--- src/uart9_defs.vh ---
// Constants for the nine-bit serial port: register map, bit fields, timing.
`ifndef UART9_DEFS_VH
`define UART9_DEFS_VH

// Register indices; the byte address on the bus is four times the index.
`define IDX_SERIAL_CONTROL 8'hA0
`define IDX_SERIAL_BUFFER 8'hA1
`define IDX_POWER_CONTROL 8'hA2
`define IDX_STATION_ADDRESS 8'hA9
`define IDX_STATION_ADDRESS_MASK 8'hB9

// Field positions in serial_control.
`define SC_MODE_HIGH 7
`define SC_MODE_LOW 6
`define SC_MULTIPROC 5
`define SC_RX_ENABLE 4
`define SC_TX_NINTH 3
`define SC_RX_NINTH 2
`define SC_TX_FLAG 1
`define SC_RX_FLAG 0

// Field positions in power_control.
`define PC_BAUD_DOUBLE 7
`define PC_ERR_SELECT 6

// Reset values.
`define RST_SERIAL_CONTROL 8'h00
`define RST_POWER_CONTROL 8'h00
`define RST_STATION_ADDRESS 8'h00
`define RST_STATION_ADDRESS_MASK 8'h00

// Clocks per sixteenth of a bit in the oscillator-derived mode.
// Baud is clock/64 normally (16 x 4) and clock/32 when doubled (16 x 2).
`define OSC_DIV_SLOW 3'h4
`define OSC_DIV_FAST 3'h2
// Timer overflows per sixteenth of a bit in the timer-derived mode.
`define TMR_DIV_SLOW 3'h2
`define TMR_DIV_FAST 3'h1

// Frame layout, counted in bit times.
`define TX_LAST_ROLLOVER 4'hB
`define RX_STOP_INDEX 4'hA
// Slice numbers (zero based) of the three voting samples.
`define SLICE_VOTE_A 4'h7
`define SLICE_VOTE_B 4'h8
`define SLICE_VOTE_C 4'h9

// Bus responses.
`define RESP_OKAY 2'h0
`define RESP_SLVERR 2'h2

`endif
--- src/nine_bit_uart.v ---
// Nine-bit asynchronous serial port with address recognition, AXI4-Lite.
//
// Notes on behaviour
// - After a buffer write, transmission starts only at the next bit rollover.
// - One bit per rollover; transmit flag rises on the eleventh rollover.
// - Receive only when enabled; sample line sixteen times per bit.
// - A detected falling edge restarts the receive bit counter at once.
// - Each bit is the majority of slices seven, eight and nine.
// - A high voted start bit aborts; otherwise shift remaining bits.
// - Load only if flag clear and multiproc off or ninth bit one.
// - Edge search resumes at the middle of the stop bit.
// - Mode three equals mode two except baud comes from timer overflow.
// - A stop bit that is not high sets the framing-error flag.
// - Mode bit and error flag share a position; selector picks one.
// - Error flag set only by hardware, cleared only by software write.
// - With multiproc on, address frames need given or broadcast match.
// - With multiproc off, every complete frame raises the receive flag.
// - Given address compares only bits whose mask bit is one.
// - Broadcast address is address OR mask; zeros are don't-care.
// - Address and mask reset to zero, so every address matches.
// - Frame is start low, eight data LSB first, ninth bit, stop high.
// - Oscillator mode baud is clock/32 or clock/64 per doubling bit.
// - Buffer writes go to transmitter, reads come from receive holder.
`timescale 1ns/1ps
`include "uart9_defs.vh"

module nine_bit_uart (
  input wire mclk_i,
  input wire rst_n_i,
  input wire [11:0] s_axi_awaddr,
  input wire s_axi_awvalid,
  output reg s_axi_awready,
  input wire [31:0] s_axi_wdata,
  input wire [3:0] s_axi_wstrb,
  input wire s_axi_wvalid,
  output reg s_axi_wready,
  output reg [1:0] s_axi_bresp,
  output reg s_axi_bvalid,
  input wire s_axi_bready,
  input wire [11:0] s_axi_araddr,
  input wire s_axi_arvalid,
  output reg s_axi_arready,
  output reg [31:0] s_axi_rdata,
  output reg [1:0] s_axi_rresp,
  output reg s_axi_rvalid,
  input wire s_axi_rready,
  input wire timer_ovf_i,
  input wire rxd_i,
  output reg txd_o
);

  // Receive states, one-hot.
  localparam RX_SEARCH = 2'b01;
  localparam RX_FRAME = 2'b10;

  // Software-visible storage.
  reg [7:0] serial_control;
  reg frame_error_flag;
  reg [7:0] power_control;
  reg [7:0] station_address;
  reg [7:0] station_address_mask;
  reg [7:0] rx_holding;
  reg [7:0] tx_data;

  // Bus write side: captured address and data, then a one-cycle strobe.
  reg [11:0] aw_addr;
  reg aw_got;
  reg [31:0] w_data;
  reg [3:0] w_strb;
  reg w_got;
  reg wr_stb;
  reg [7:0] wr_idx;
  reg [7:0] wr_val;

  // Transmit and receive machinery.
  reg tx_start;
  reg tx_pending;
  reg tx_busy;
  reg [3:0] tx_slice;
  reg [3:0] tx_count;
  reg [9:0] tx_shift;
  reg tx_done;
  reg rx_s1, rx_s2, rx_s3;
  reg rx_level;
  reg rx_prev;
  reg [1:0] rx_state;
  reg [3:0] rx_slice;
  reg [3:0] rx_index;
  reg [2:0] votes;
  reg [8:0] rx_shift;
  reg rx_load;
  reg rx_ninth_new;
  reg [7:0] rx_byte_new;
  reg fe_set;

  wire tick16;
  wire mode_on;
  wire tx_rollover;
  wire voted;
  wire [7:0] broadcast;
  wire addr_ok;

  // True when every bit that care marks as one agrees between a and b.
  function masked_eq;
    input [7:0] a;
    input [7:0] b;
    input [7:0] care;
    begin
      masked_eq = ((a ^ b) & care) == 8'h00;
    end
  endfunction

  // Byte address to register index; misaligned addresses map nowhere.
  function [8:0] decode;
    input [11:0] addr;
    begin
      if (addr[1:0] != 2'h0 || addr[11:10] != 2'h0)
        decode = 9'h100;
      else
        decode = {1'b0, addr[9:2]};
    end
  endfunction

  function mapped;
    input [8:0] idx;
    begin
      mapped = (idx == {1'b0, `IDX_SERIAL_CONTROL}) ||
               (idx == {1'b0, `IDX_SERIAL_BUFFER}) ||
               (idx == {1'b0, `IDX_POWER_CONTROL}) ||
               (idx == {1'b0, `IDX_STATION_ADDRESS}) ||
               (idx == {1'b0, `IDX_STATION_ADDRESS_MASK});
    end
  endfunction

  // Only modes two and three are built; the high mode bit enables the port.
  assign mode_on = serial_control[`SC_MODE_HIGH];

  // Mode three takes the timer overflow, mode two the clock.
  uart9_baud_tick u_tick (
    .mclk_i(mclk_i),
    .rst_n_i(rst_n_i),
    .use_timer_i(serial_control[`SC_MODE_LOW]),
    .baud_double_i(power_control[`PC_BAUD_DOUBLE]),
    .timer_ovf_i(timer_ovf_i),
    .tick16_o(tick16)
  );

  // AXI4-Lite write channel: address and data accepted in either order.
  always @(posedge mclk_i or negedge rst_n_i) begin
    if (!rst_n_i) begin
      s_axi_awready <= 1'b1;
      s_axi_wready <= 1'b1;
      s_axi_bvalid <= 1'b0;
      s_axi_bresp <= `RESP_OKAY;
      aw_got <= 1'b0;
      w_got <= 1'b0;
      aw_addr <= 12'h000;
      w_data <= 32'h00000000;
      w_strb <= 4'h0;
      wr_stb <= 1'b0;
      wr_idx <= 8'h00;
      wr_val <= 8'h00;
    end else begin
      wr_stb <= 1'b0;
      if (s_axi_awvalid && s_axi_awready) begin
        aw_addr <= s_axi_awaddr;
        aw_got <= 1'b1;
        s_axi_awready <= 1'b0;
      end
      if (s_axi_wvalid && s_axi_wready) begin
        w_data <= s_axi_wdata;
        w_strb <= s_axi_wstrb;
        w_got <= 1'b1;
        s_axi_wready <= 1'b0;
      end
      if (aw_got && w_got && !s_axi_bvalid) begin
        s_axi_bvalid <= 1'b1;
        if (mapped(decode(aw_addr))) begin
          s_axi_bresp <= `RESP_OKAY;
          // Only the low byte lane carries register bits.
          wr_stb <= w_strb[0];
          wr_idx <= aw_addr[9:2];
          wr_val <= w_data[7:0];
        end else begin
          s_axi_bresp <= `RESP_SLVERR;
        end
      end
      if (s_axi_bvalid && s_axi_bready) begin
        s_axi_bvalid <= 1'b0;
        aw_got <= 1'b0;
        w_got <= 1'b0;
        s_axi_awready <= 1'b1;
        s_axi_wready <= 1'b1;
      end
    end
  end

  // AXI4-Lite read channel; reads have no side effects.
  always @(posedge mclk_i or negedge rst_n_i) begin
    if (!rst_n_i) begin
      s_axi_arready <= 1'b1;
      s_axi_rvalid <= 1'b0;
      s_axi_rdata <= 32'h00000000;
      s_axi_rresp <= `RESP_OKAY;
    end else begin
      if (s_axi_arvalid && s_axi_arready) begin
        s_axi_arready <= 1'b0;
        s_axi_rvalid <= 1'b1;
        s_axi_rresp <= mapped(decode(s_axi_araddr)) ? `RESP_OKAY :
                       `RESP_SLVERR;
        case (decode(s_axi_araddr))
          {1'b0, `IDX_SERIAL_CONTROL}:
            // The top bit shows the error flag or the mode bit.
            s_axi_rdata <= {24'h000000,
              power_control[`PC_ERR_SELECT] ? frame_error_flag :
              serial_control[`SC_MODE_HIGH], serial_control[6:0]};
          {1'b0, `IDX_SERIAL_BUFFER}:
            s_axi_rdata <= {24'h000000, rx_holding};
          {1'b0, `IDX_POWER_CONTROL}:
            s_axi_rdata <= {24'h000000, power_control};
          {1'b0, `IDX_STATION_ADDRESS}:
            s_axi_rdata <= {24'h000000, station_address};
          {1'b0, `IDX_STATION_ADDRESS_MASK}:
            s_axi_rdata <= {24'h000000, station_address_mask};
          default:
            s_axi_rdata <= 32'h00000000;
        endcase
      end
      if (s_axi_rvalid && s_axi_rready) begin
        s_axi_rvalid <= 1'b0;
        s_axi_arready <= 1'b1;
      end
    end
  end

  // Register file and flags. Hardware set beats a software clear in the
  // same cycle so that no event is lost.
  always @(posedge mclk_i or negedge rst_n_i) begin
    if (!rst_n_i) begin
      serial_control <= `RST_SERIAL_CONTROL;
      frame_error_flag <= 1'b0;
      power_control <= `RST_POWER_CONTROL;
      station_address <= `RST_STATION_ADDRESS;
      station_address_mask <= `RST_STATION_ADDRESS_MASK;
      rx_holding <= 8'h00;
      tx_data <= 8'h00;
      tx_start <= 1'b0;
    end else begin
      tx_start <= 1'b0;
      if (wr_stb) begin
        case (wr_idx)
          `IDX_SERIAL_CONTROL: begin
            serial_control[6:0] <= wr_val[6:0];
            // Selector steers the shared bit; software may only clear
            // the error flag.
            if (power_control[`PC_ERR_SELECT]) begin
              if (!wr_val[7])
                frame_error_flag <= 1'b0;
            end else begin
              serial_control[7] <= wr_val[7];
            end
          end
          `IDX_SERIAL_BUFFER: begin
            tx_data <= wr_val;
            tx_start <= mode_on;
          end
          `IDX_POWER_CONTROL: power_control <= wr_val;
          `IDX_STATION_ADDRESS: station_address <= wr_val;
          `IDX_STATION_ADDRESS_MASK: station_address_mask <= wr_val;
          default: ;
        endcase
      end
      if (tx_done)
        serial_control[`SC_TX_FLAG] <= 1'b1;
      if (rx_load) begin
        // Store ninth bit, byte and flag together.
        serial_control[`SC_RX_NINTH] <= rx_ninth_new;
        serial_control[`SC_RX_FLAG] <= 1'b1;
        rx_holding <= rx_byte_new;
      end
      if (fe_set)
        frame_error_flag <= 1'b1;
    end
  end

  // Transmit rollover: every sixteenth tick of a free-running counter.
  assign tx_rollover = tick16 && (tx_slice == 4'hF);

  // Transmitter. The write only arms it; the first bit waits for the
  // rollover so that bit edges stay on the divided counter.
  always @(posedge mclk_i or negedge rst_n_i) begin
    if (!rst_n_i) begin
      tx_slice <= 4'h0;
      tx_pending <= 1'b0;
      tx_busy <= 1'b0;
      tx_count <= 4'h0;
      tx_shift <= 10'h3FF;
      tx_done <= 1'b0;
      txd_o <= 1'b1;
    end else begin
      tx_done <= 1'b0;
      if (tick16)
        tx_slice <= tx_slice + 4'h1;
      if (tx_start) begin
        // Data LSB first, then the ninth bit, then a high stop.
        tx_shift <= {1'b1, serial_control[`SC_TX_NINTH], tx_data};
        tx_pending <= 1'b1;
        tx_busy <= 1'b0;
        tx_count <= 4'h0;
        txd_o <= 1'b1;
      end else if (tx_rollover && tx_pending) begin
        tx_pending <= 1'b0;
        tx_busy <= 1'b1;
        tx_count <= 4'h1;
        txd_o <= 1'b0;
      end else if (tx_rollover && tx_busy) begin
        // One bit per rollover; stop goes out on the eleventh.
        txd_o <= tx_shift[0];
        tx_shift <= {1'b1, tx_shift[9:1]};
        tx_count <= tx_count + 4'h1;
        if (tx_count + 4'h1 == `TX_LAST_ROLLOVER) begin
          tx_busy <= 1'b0;
          tx_done <= 1'b1;
        end
      end
    end
  end

  // Receive line: three flops, a change counts once the last two agree.
  always @(posedge mclk_i or negedge rst_n_i) begin
    if (!rst_n_i) begin
      rx_s1 <= 1'b1;
      rx_s2 <= 1'b1;
      rx_s3 <= 1'b1;
      rx_level <= 1'b1;
    end else begin
      rx_s1 <= rxd_i;
      rx_s2 <= rx_s1;
      rx_s3 <= rx_s2;
      if (rx_s2 == rx_s3)
        rx_level <= rx_s3;
    end
  end

  // Majority of the three slice samples.
  assign voted = (votes[0] & votes[1]) | (votes[0] & votes[2]) |
                 (votes[1] & votes[2]);

  // Address recognition: given address under the mask, broadcast as the
  // OR of address and mask with zero bits ignored.
  assign broadcast = station_address | station_address_mask;
  // The received byte sits below the ninth bit in the shift register.
  assign addr_ok =
    masked_eq(rx_shift[7:0], station_address, station_address_mask) ||
    masked_eq(rx_shift[7:0], broadcast, broadcast);

  // Receiver. Only the sixteen-times tick moves it, and only while the
  // port is enabled; dropping the enable abandons a frame.
  always @(posedge mclk_i or negedge rst_n_i) begin
    if (!rst_n_i) begin
      rx_state <= RX_SEARCH;
      rx_prev <= 1'b1;
      rx_slice <= 4'h0;
      rx_index <= 4'h0;
      votes <= 3'h7;
      rx_shift <= 9'h000;
      rx_load <= 1'b0;
      rx_ninth_new <= 1'b0;
      rx_byte_new <= 8'h00;
      fe_set <= 1'b0;
    end else begin
      rx_load <= 1'b0;
      fe_set <= 1'b0;
      if (!mode_on || !serial_control[`SC_RX_ENABLE]) begin
        rx_state <= RX_SEARCH;
        rx_prev <= rx_level;
      end else if (tick16) begin
        case (rx_state)
          RX_SEARCH: begin
            rx_prev <= rx_level;
            if (rx_prev && !rx_level) begin
              // Restart the bit counter on the edge itself.
              rx_slice <= 4'h1;
              rx_index <= 4'h0;
              rx_state <= RX_FRAME;
            end
          end
          RX_FRAME: begin
            rx_slice <= rx_slice + 4'h1;
            if (rx_slice == `SLICE_VOTE_A)
              votes[0] <= rx_level;
            if (rx_slice == `SLICE_VOTE_B)
              votes[1] <= rx_level;
            if (rx_slice == `SLICE_VOTE_C) begin
              votes[2] <= rx_level;
            end
            if (rx_slice == 4'hF)
              rx_index <= rx_index + 4'h1;
            // Decide the bit the slice after the third sample.
            if (rx_slice == `SLICE_VOTE_C + 4'h1) begin
              if (rx_index == 4'h0) begin
                if (voted) begin
                  rx_state <= RX_SEARCH;
                  rx_prev <= rx_level;
                end
              end else if (rx_index != `RX_STOP_INDEX) begin
                rx_shift <= {voted, rx_shift[8:1]};
              end else begin
                // Middle of the stop bit: finish and search again.
                rx_state <= RX_SEARCH;
                rx_prev <= rx_level;
                fe_set <= !voted;
                rx_ninth_new <= rx_shift[8];
                rx_byte_new <= rx_shift[7:0];
                // With the receive flag clear, multiproc off takes every frame;
                // on, only matched address frames.
                rx_load <= !serial_control[`SC_RX_FLAG] &&
                  (!serial_control[`SC_MULTIPROC] ||
                   (rx_shift[8] && addr_ok));
              end
            end
          end
          default: rx_state <= RX_SEARCH;
        endcase
      end
    end
  end

endmodule

--- src/uart9_baud_tick.v ---
// Sixteen-times-baud tick generator for the oscillator and timer sources.
`timescale 1ns/1ps
`include "uart9_defs.vh"

module uart9_baud_tick (
  input wire mclk_i,
  input wire rst_n_i,
  input wire use_timer_i,
  input wire baud_double_i,
  input wire timer_ovf_i,
  output reg tick16_o
);

  reg [2:0] count;
  wire [2:0] divisor;
  wire step;

  // The timer source advances only on its overflow pulse.
  assign step = use_timer_i ? timer_ovf_i : 1'b1;
  assign divisor = use_timer_i ?
    (baud_double_i ? `TMR_DIV_FAST : `TMR_DIV_SLOW) :
    (baud_double_i ? `OSC_DIV_FAST : `OSC_DIV_SLOW);

  // Prescaler; a one-cycle tick each time it wraps.
  always @(posedge mclk_i or negedge rst_n_i) begin
    if (!rst_n_i) begin
      count <= 3'h0;
      tick16_o <= 1'b0;
    end else begin
      tick16_o <= 1'b0;
      if (step) begin
        if (count + 3'h1 >= divisor) begin
          count <= 3'h0;
          tick16_o <= 1'b1;
        end else begin
          count <= count + 3'h1;
        end
      end
    end
  end

endmodule

--- config.mk ---
export PLATFORM = sky130hd
export DESIGN_NAME = nine_bit_uart
export DESIGN_NICKNAME = d
export VERILOG_FILES = /design/src/nine_bit_uart.v /design/src/uart9_baud_tick.v
export VERILOG_INCLUDE_DIRS = /design/src
export SDC_FILE = /design/constraint.sdc
export NUM_CORES = 1
export LEC_CHECK = 0
export BUFFER_PORTS_ARGS = -buffer_cell sky130_fd_sc_hd__buf_4
export CORE_MARGIN = 2
export CORE_UTILIZATION = 30
export CTS_CLUSTER_DIAMETER = 50
export DETAILED_ROUTE_END_ITERATION = 10
export SYNTH_ARGS = -nofsm -noshare
export SYNTH_HDL_FRONTEND = slang
export SYNTH_HIERARCHICAL = 1
export SYNTH_SLANG_ARGS = --single-unit
--- constraint.sdc ---
create_clock -name mclk_i -period 3.2 [get_ports mclk_i]
set_input_delay 0.16 -clock mclk_i [delete_from_list [all_inputs] [get_ports mclk_i]]
set_output_delay 0.16 -clock mclk_i [all_outputs]
set_load 0.005 [all_outputs]
== After elaboration in Yosys (flattened, before gate mapping) ==
Index checks and enable logic that the tools add are counted.
Word-level totals
  register bits: 195
  latch bits: 0
  RAM bits: 0
  memory bits (read-only): 0
  input port bits: 69
  output and inout port bits: 42
  word-level logic and storage cells: 279
  memories: 0
Operators by class
  add/subtract/negate cells: 5
  $mul: 0
  divide/modulo/power cells: 0
  magnitude comparators: 1
  equality and inequality tests: 34
  shifts and indexed selects: 0
  multiplexer cells: 94
  bitwise logic cells: 14
  reduce and logical (&&, ||, !) cells: 79
Operator list (number)
  $eq 9x8->1 const B: 10
  $mux 1: 61
  $eq 8x8->1 const B: 5
  $pmux 8 s5: 1
  $reduce_bool 2->1: 19
  $mux 9: 4
  $mux 10: 3
  $eq 4x4->1 const B: 6
  $mux 4: 6
  $mux 2: 10
  $reduce_and 2->1: 10
  $reduce_and 4->1: 5
  $add 4x1->4 const B: 4
  $and 8x8->8: 2
  $logic_not 8->1: 2
  $pmux 4 s2: 2
  $xor 8x8->8: 2
  $mux 3: 5
  $reduce_and 5->1: 3
  $logic_and 1x1->1: 13
  $logic_or 1x1->1: 13
  $ne 4x4->1 const B: 3
  $reduce_and 6->1: 2
  $reduce_bool 3->1: 3
  18 further kinds: 33

== Longest topological paths before layout ==
  word-level depth: 14
  mapped depth: 7
  depth with buffers taken out: 7

== By module ==
The synthesis kept the hierarchy.
Modules (own cells, without submodules)
  nine_bit_uart: times used 1, cells each 612, area an instance 7474.7 um^2, seq. area each 4131.5 um^2
  uart9_baud_tick: times used 1, cells each 33, area an instance 306.5 um^2, seq. area each 100.1 um^2

== Least setup slack after synthesis ==
Ideal clock, no wire load.
  path kind: flip-flop to flip-flop
  from: reg rx_state[0]
  to: reg rx_byte_new[0]
  library setup time: 0.125 ns
  data arrival time: 1.768 ns
  required time: 3.075 ns
  path slack: 1.308 ns
  stages on the path, launching flop included: 8
  path buffers: 1
  period minus slack after synthesis: 1.892 ns
  cells stage by stage: dfstp_2 -> inv_1 -> ha_1 -> nand3_1 -> nor3b_2 -> and4_1 -> buf_4 -> mux2_2
On the way
  word-level cells in the longest chain between the ends: 2
RTL lines
  start: declaration: line nine_bit_uart.v:86  | reg [1:0] rx_state;
  start signal: assignment: line nine_bit_uart.v:361  | rx_state <= RX_SEARCH;
  start signal: assignment: line nine_bit_uart.v:375  | rx_state <= RX_SEARCH;
  start signal: assignment: line nine_bit_uart.v:385  | rx_state <= RX_FRAME;
  $eq 2x2->1: line nine_bit_uart.v:378  | case (rx_state)
  $reduce_and 6->1 (no source line)
  end signal: assignment: line nine_bit_uart.v:414  | rx_byte_new <= rx_shift[7:0];
  end: declaration: line nine_bit_uart.v:93  | reg [7:0] rx_byte_new;
No other way between the ends.
A chain may end at the register's enable or synchronous reset.

== Final worst setup path ==
  from: reg rx_state[0]
  to: reg rx_byte_new[6]
Same word-level chain as after synthesis.

==> results.md <==
* Final antenna diode count at 0
* Resized cells post-CTS at 0
* Reg clk slew, reported paths at 0.06 ns
* Yosys top cell by area: dfrtp_1
* Slew Viols, Final at 0
* First-pass GRT wire length at 26.4 mm
* Startpoint types: register
* I/O Pins at 111
* FF-to-FF path depth at 7
* Area contributors post-synth: dfrtp_1 (47%), mux2_2 (14%), dfstp_2 (7.4%), mux2i_1 (3.6%), ha_1 (2.9%)
* Crit-path slowest cell: and4_1
* DP HPWL at 10.9 mm
* Share of cells above drive strength 1 at 29.6%
* Crit Path Category: reg2reg
* Total grt overflow at 0
* Largest net degree at the start of global routing at 81
* Max Root-Sink Buffers at 2
* Status: finished, final reports clean
* Final WS setup at 0.618 ns
* Endpoints failing setup at 0
* Synth unique cells at 66
* XOR/XNOR Fraction of Synth Area at 1.46%
* Crit path DAT at 2.89 ns
* GP Congestion at 0.790
* Largest family of logic cells by synthesized area: multiplexers
* Worst Setup SP: rx_state[0]
* Yosys top cell area share at 47.0%
* Hold Path End: s_axi_rresp[1]
* Post-synth EDFFs at 0
* CP delay by family, top: simple AND/OR/NAND/NOR gates
* Mux cell area share after synthesis at 18.2%
* Num CTS Buffers at 17
* R2R Path Start: rx_state[0]
* Register Area at 4230 µm²
* Pwr per Cell Area at 562 nW/µm²
* Fillers at 2463
* Pre-CTS WS at 0.628 ns
* Root Buffer: clkbuf_16
* Area Growth Syn to Fin at 20.8%
* Starting Density at 30.7%
* MaxCap Viol Count at 0
* Post-synthesis sequential area ratio at 54.4%
* Core Footprint at 25300 µm²
* Post-synthesis compound-gate area fraction at 7.85%
* Setup TNS at 0 ns
* CTS tree: done
* Mapped Cells at 645
* Critical path cell sequence: inv_1, ha_1, nand3_1, nor3b_2, buf_4, and4_1, mux2_2
* Critical Path End Type: register
* Layout Skew at 0.00817 ns
* Hold depth at 3
* Simple-gate portion of the synthesized area at 10.0%
* Top FF cell, synth: dfrtp_1
* VDD IR max at 0.342 mV
* CP max FO at 16
* # Post-CTS Setup Buffers at 0
* Die X at 165 µm
* Per-cell routed wire length at 14.5 µm
* R2r endpoint: rx_byte_new[6]
* Worst Max-Slew Pin Slew at 1.01 ns
* First-pass iteration count of the detailed router at 4
* Synth Area in Adders at 3.15%
* # rows at 58
* Yosys reg bits at 168
* I/O Buffers at 57
* Synthesized area at 7780 µm²
* Initial antenna violation count at 1
* Vias at 5075
* Hold WS at 0.0481 ns
* Hold crit path type: in2reg
* DRC Markers at 0
* Multi-input gate area at 3270 µm²
* Remaining antenna violation count at 0
* Final wirelength at 15.6 mm
* Die extent in y at 165 µm
* Required @ worst endpoint at 3.51 ns
* Period utilization at 80.7%
* GRT Util Overall at 12.3%
* Full die area at 27200 µm²
* Pleak at 4.39 nW
* Asr flop ratio synth at 100%
* CTS sink cnt at 168
* Clock Latency Late Sink at 0.43 ns
* Ys Warns at 6
* Final Hold Vio Count at 0
* Critical path buffers and inverters at 2
* R2r setup slk at 0.62 ns
* RSZ-0062 raised after global routing: no
* CP max stage delay at 0.55 ns
* FMAX at 0.387 GHz
* Min-delay src: s_axi_araddr[4]
* Final min period at 2.58 ns
* H-tree depth at 4
* Initial DRC count at 268
* Vias in the first global route at 5066
* Final #Nets at 825
* Syn Area/Cell at 12.1 µm²
* Slew headroom at 32.5%
* DR vias/cell at 4.69
synth_stat cells, types with 2 or more instances:
library cell and number:
o21ai_0 27, nand3b_1 2, and4_1 3, clkbuf_1 8, buf_1 2, nor2_1 40
nand2_1 45, or3_1 3, mux2_1 6, a21oi_2 2, xor2_1 10, nand4bb_1 2
a21o_1 3, and4b_1 2, dfrtp_1 146, and2_1 3, dfstp_2 22, mux2i_1 28
xnor2_1 3, a211o_1 2, nor2b_1 8, maj3_1 2, o21ai_1 3, nand3_1 13
mux2_2 95, buf_4 29, a22o_1 2, nand2b_1 5, or2_2 2, inv_1 23
a21oi_1 13, nor3_1 6, a211oi_1 2, buf_2 5, ha_1 18, nand4_1 5
o22ai_1 11, or4b_1 2, a221oi_1 8, a22oi_1 6, o21bai_1 3
cell families after synthesis:
family / after synthesis
DFF: 168
and+or+nand+nor: 153
muxes: 129
AOI/OAI and AO/OA: 93
buffers and inverters: 68
adders and majority gates: 20
xor gates and xnor gates: 13
other: 1
worst max path at each step:
stage	slack, ns	cells after the start	end
floorplan	1.31	7	rx_byte_new[0]
global placement	0.64	7	rx_byte_new[4]
detailed placement	0.63	7	rx_byte_new[3]
CTS	0.60	7	rx_byte_new[5]
global route	0.40	7	rx_byte_new[6]
finish	0.62	7	rx_byte_new[6]
routing by layer:
metal	part of all wire (%)	routed length [µm]	vias up	track usage (%)
li1	-	-	2420	-
met1	49	7700	2520	17.6
met2	44	6830	123	18.6
met3	5.7	896	12	2.62
met4	1.2	195	0	4.15
met5	0	0	-	0
tightest hold or removal path: cells and delay by family:
kind	cells	cell delay [ns]
compound gates	2	0.18
buf+inv	1	0.09
final cells by class:
type                            instances  area share (%)
Clock inverter                         11            1.54
Multi-Input combinational cell        434            34.7
Sequential cell                       168            45.0
Inverter                               23           0.919
Tap cell                              330            4.39
Timing Repair Buffer                   94            8.37
Clock buffer                           21            5.01
repair_timing:
item                                    in CTS  in global routing
hold buffers                                31                  0
hold endpoints to repair                    97                  0
endpoints found under the setup margin       0                  0
power by group:
part	internal (mW)	leakage [nW]	total, mW	switching (mW)
Clock	1.29	0.295	2.13	0.840
Combinational	0.362	1.92	0.604	0.242
Sequential	2.38	2.18	2.55	0.167
Total	4.03	4.39	5.28	1.25
layout by cell type (no fill, tap or decap), drive strengths merged, types with 10 or more instances in the layout:
master / instances
dlygate4sd3: 31
o22ai: 11
nand3: 13
clkbuf: 21
dfrtp: 146
a21oi: 15
mux2i: 28
o21ai: 31
inv: 24
dfstp: 22
conb: 26
ha: 18
mux2: 101
nand2: 46
nor2: 41
xor2: 10
buf: 63
per-stage QoR:
step / utilization, % / power [mW] / std cells / area, µm²
detailed placement: 33.5 / 3.17 / 1018 / 8470
global route: 37.1 / 5.56 / 1081 / 9400
CTS: 37.1 / 5.36 / 1081 / 9400
floorplan: - / 2.88 / 670 / 7880
finish: 37.1 / 5.28 / 1081 / 9400
global placement: 33.5 / 3.14 / 1018 / 8470
registers in the layout, summed over array words and instances (netlist names), 8 cells and up:
name,cells
serial_control,8
rx_holding,8
power_control,8
w_data,8
wr_idx,8
tx_data,8
rx_byte_new,8
aw_addr,12
rx_shift,9
station_address,8
s_axi_rdata,8
wr_val,8
station_address_mask,8
tx_shift,9
No activity file was read; power rests on OpenSTA's default activity.
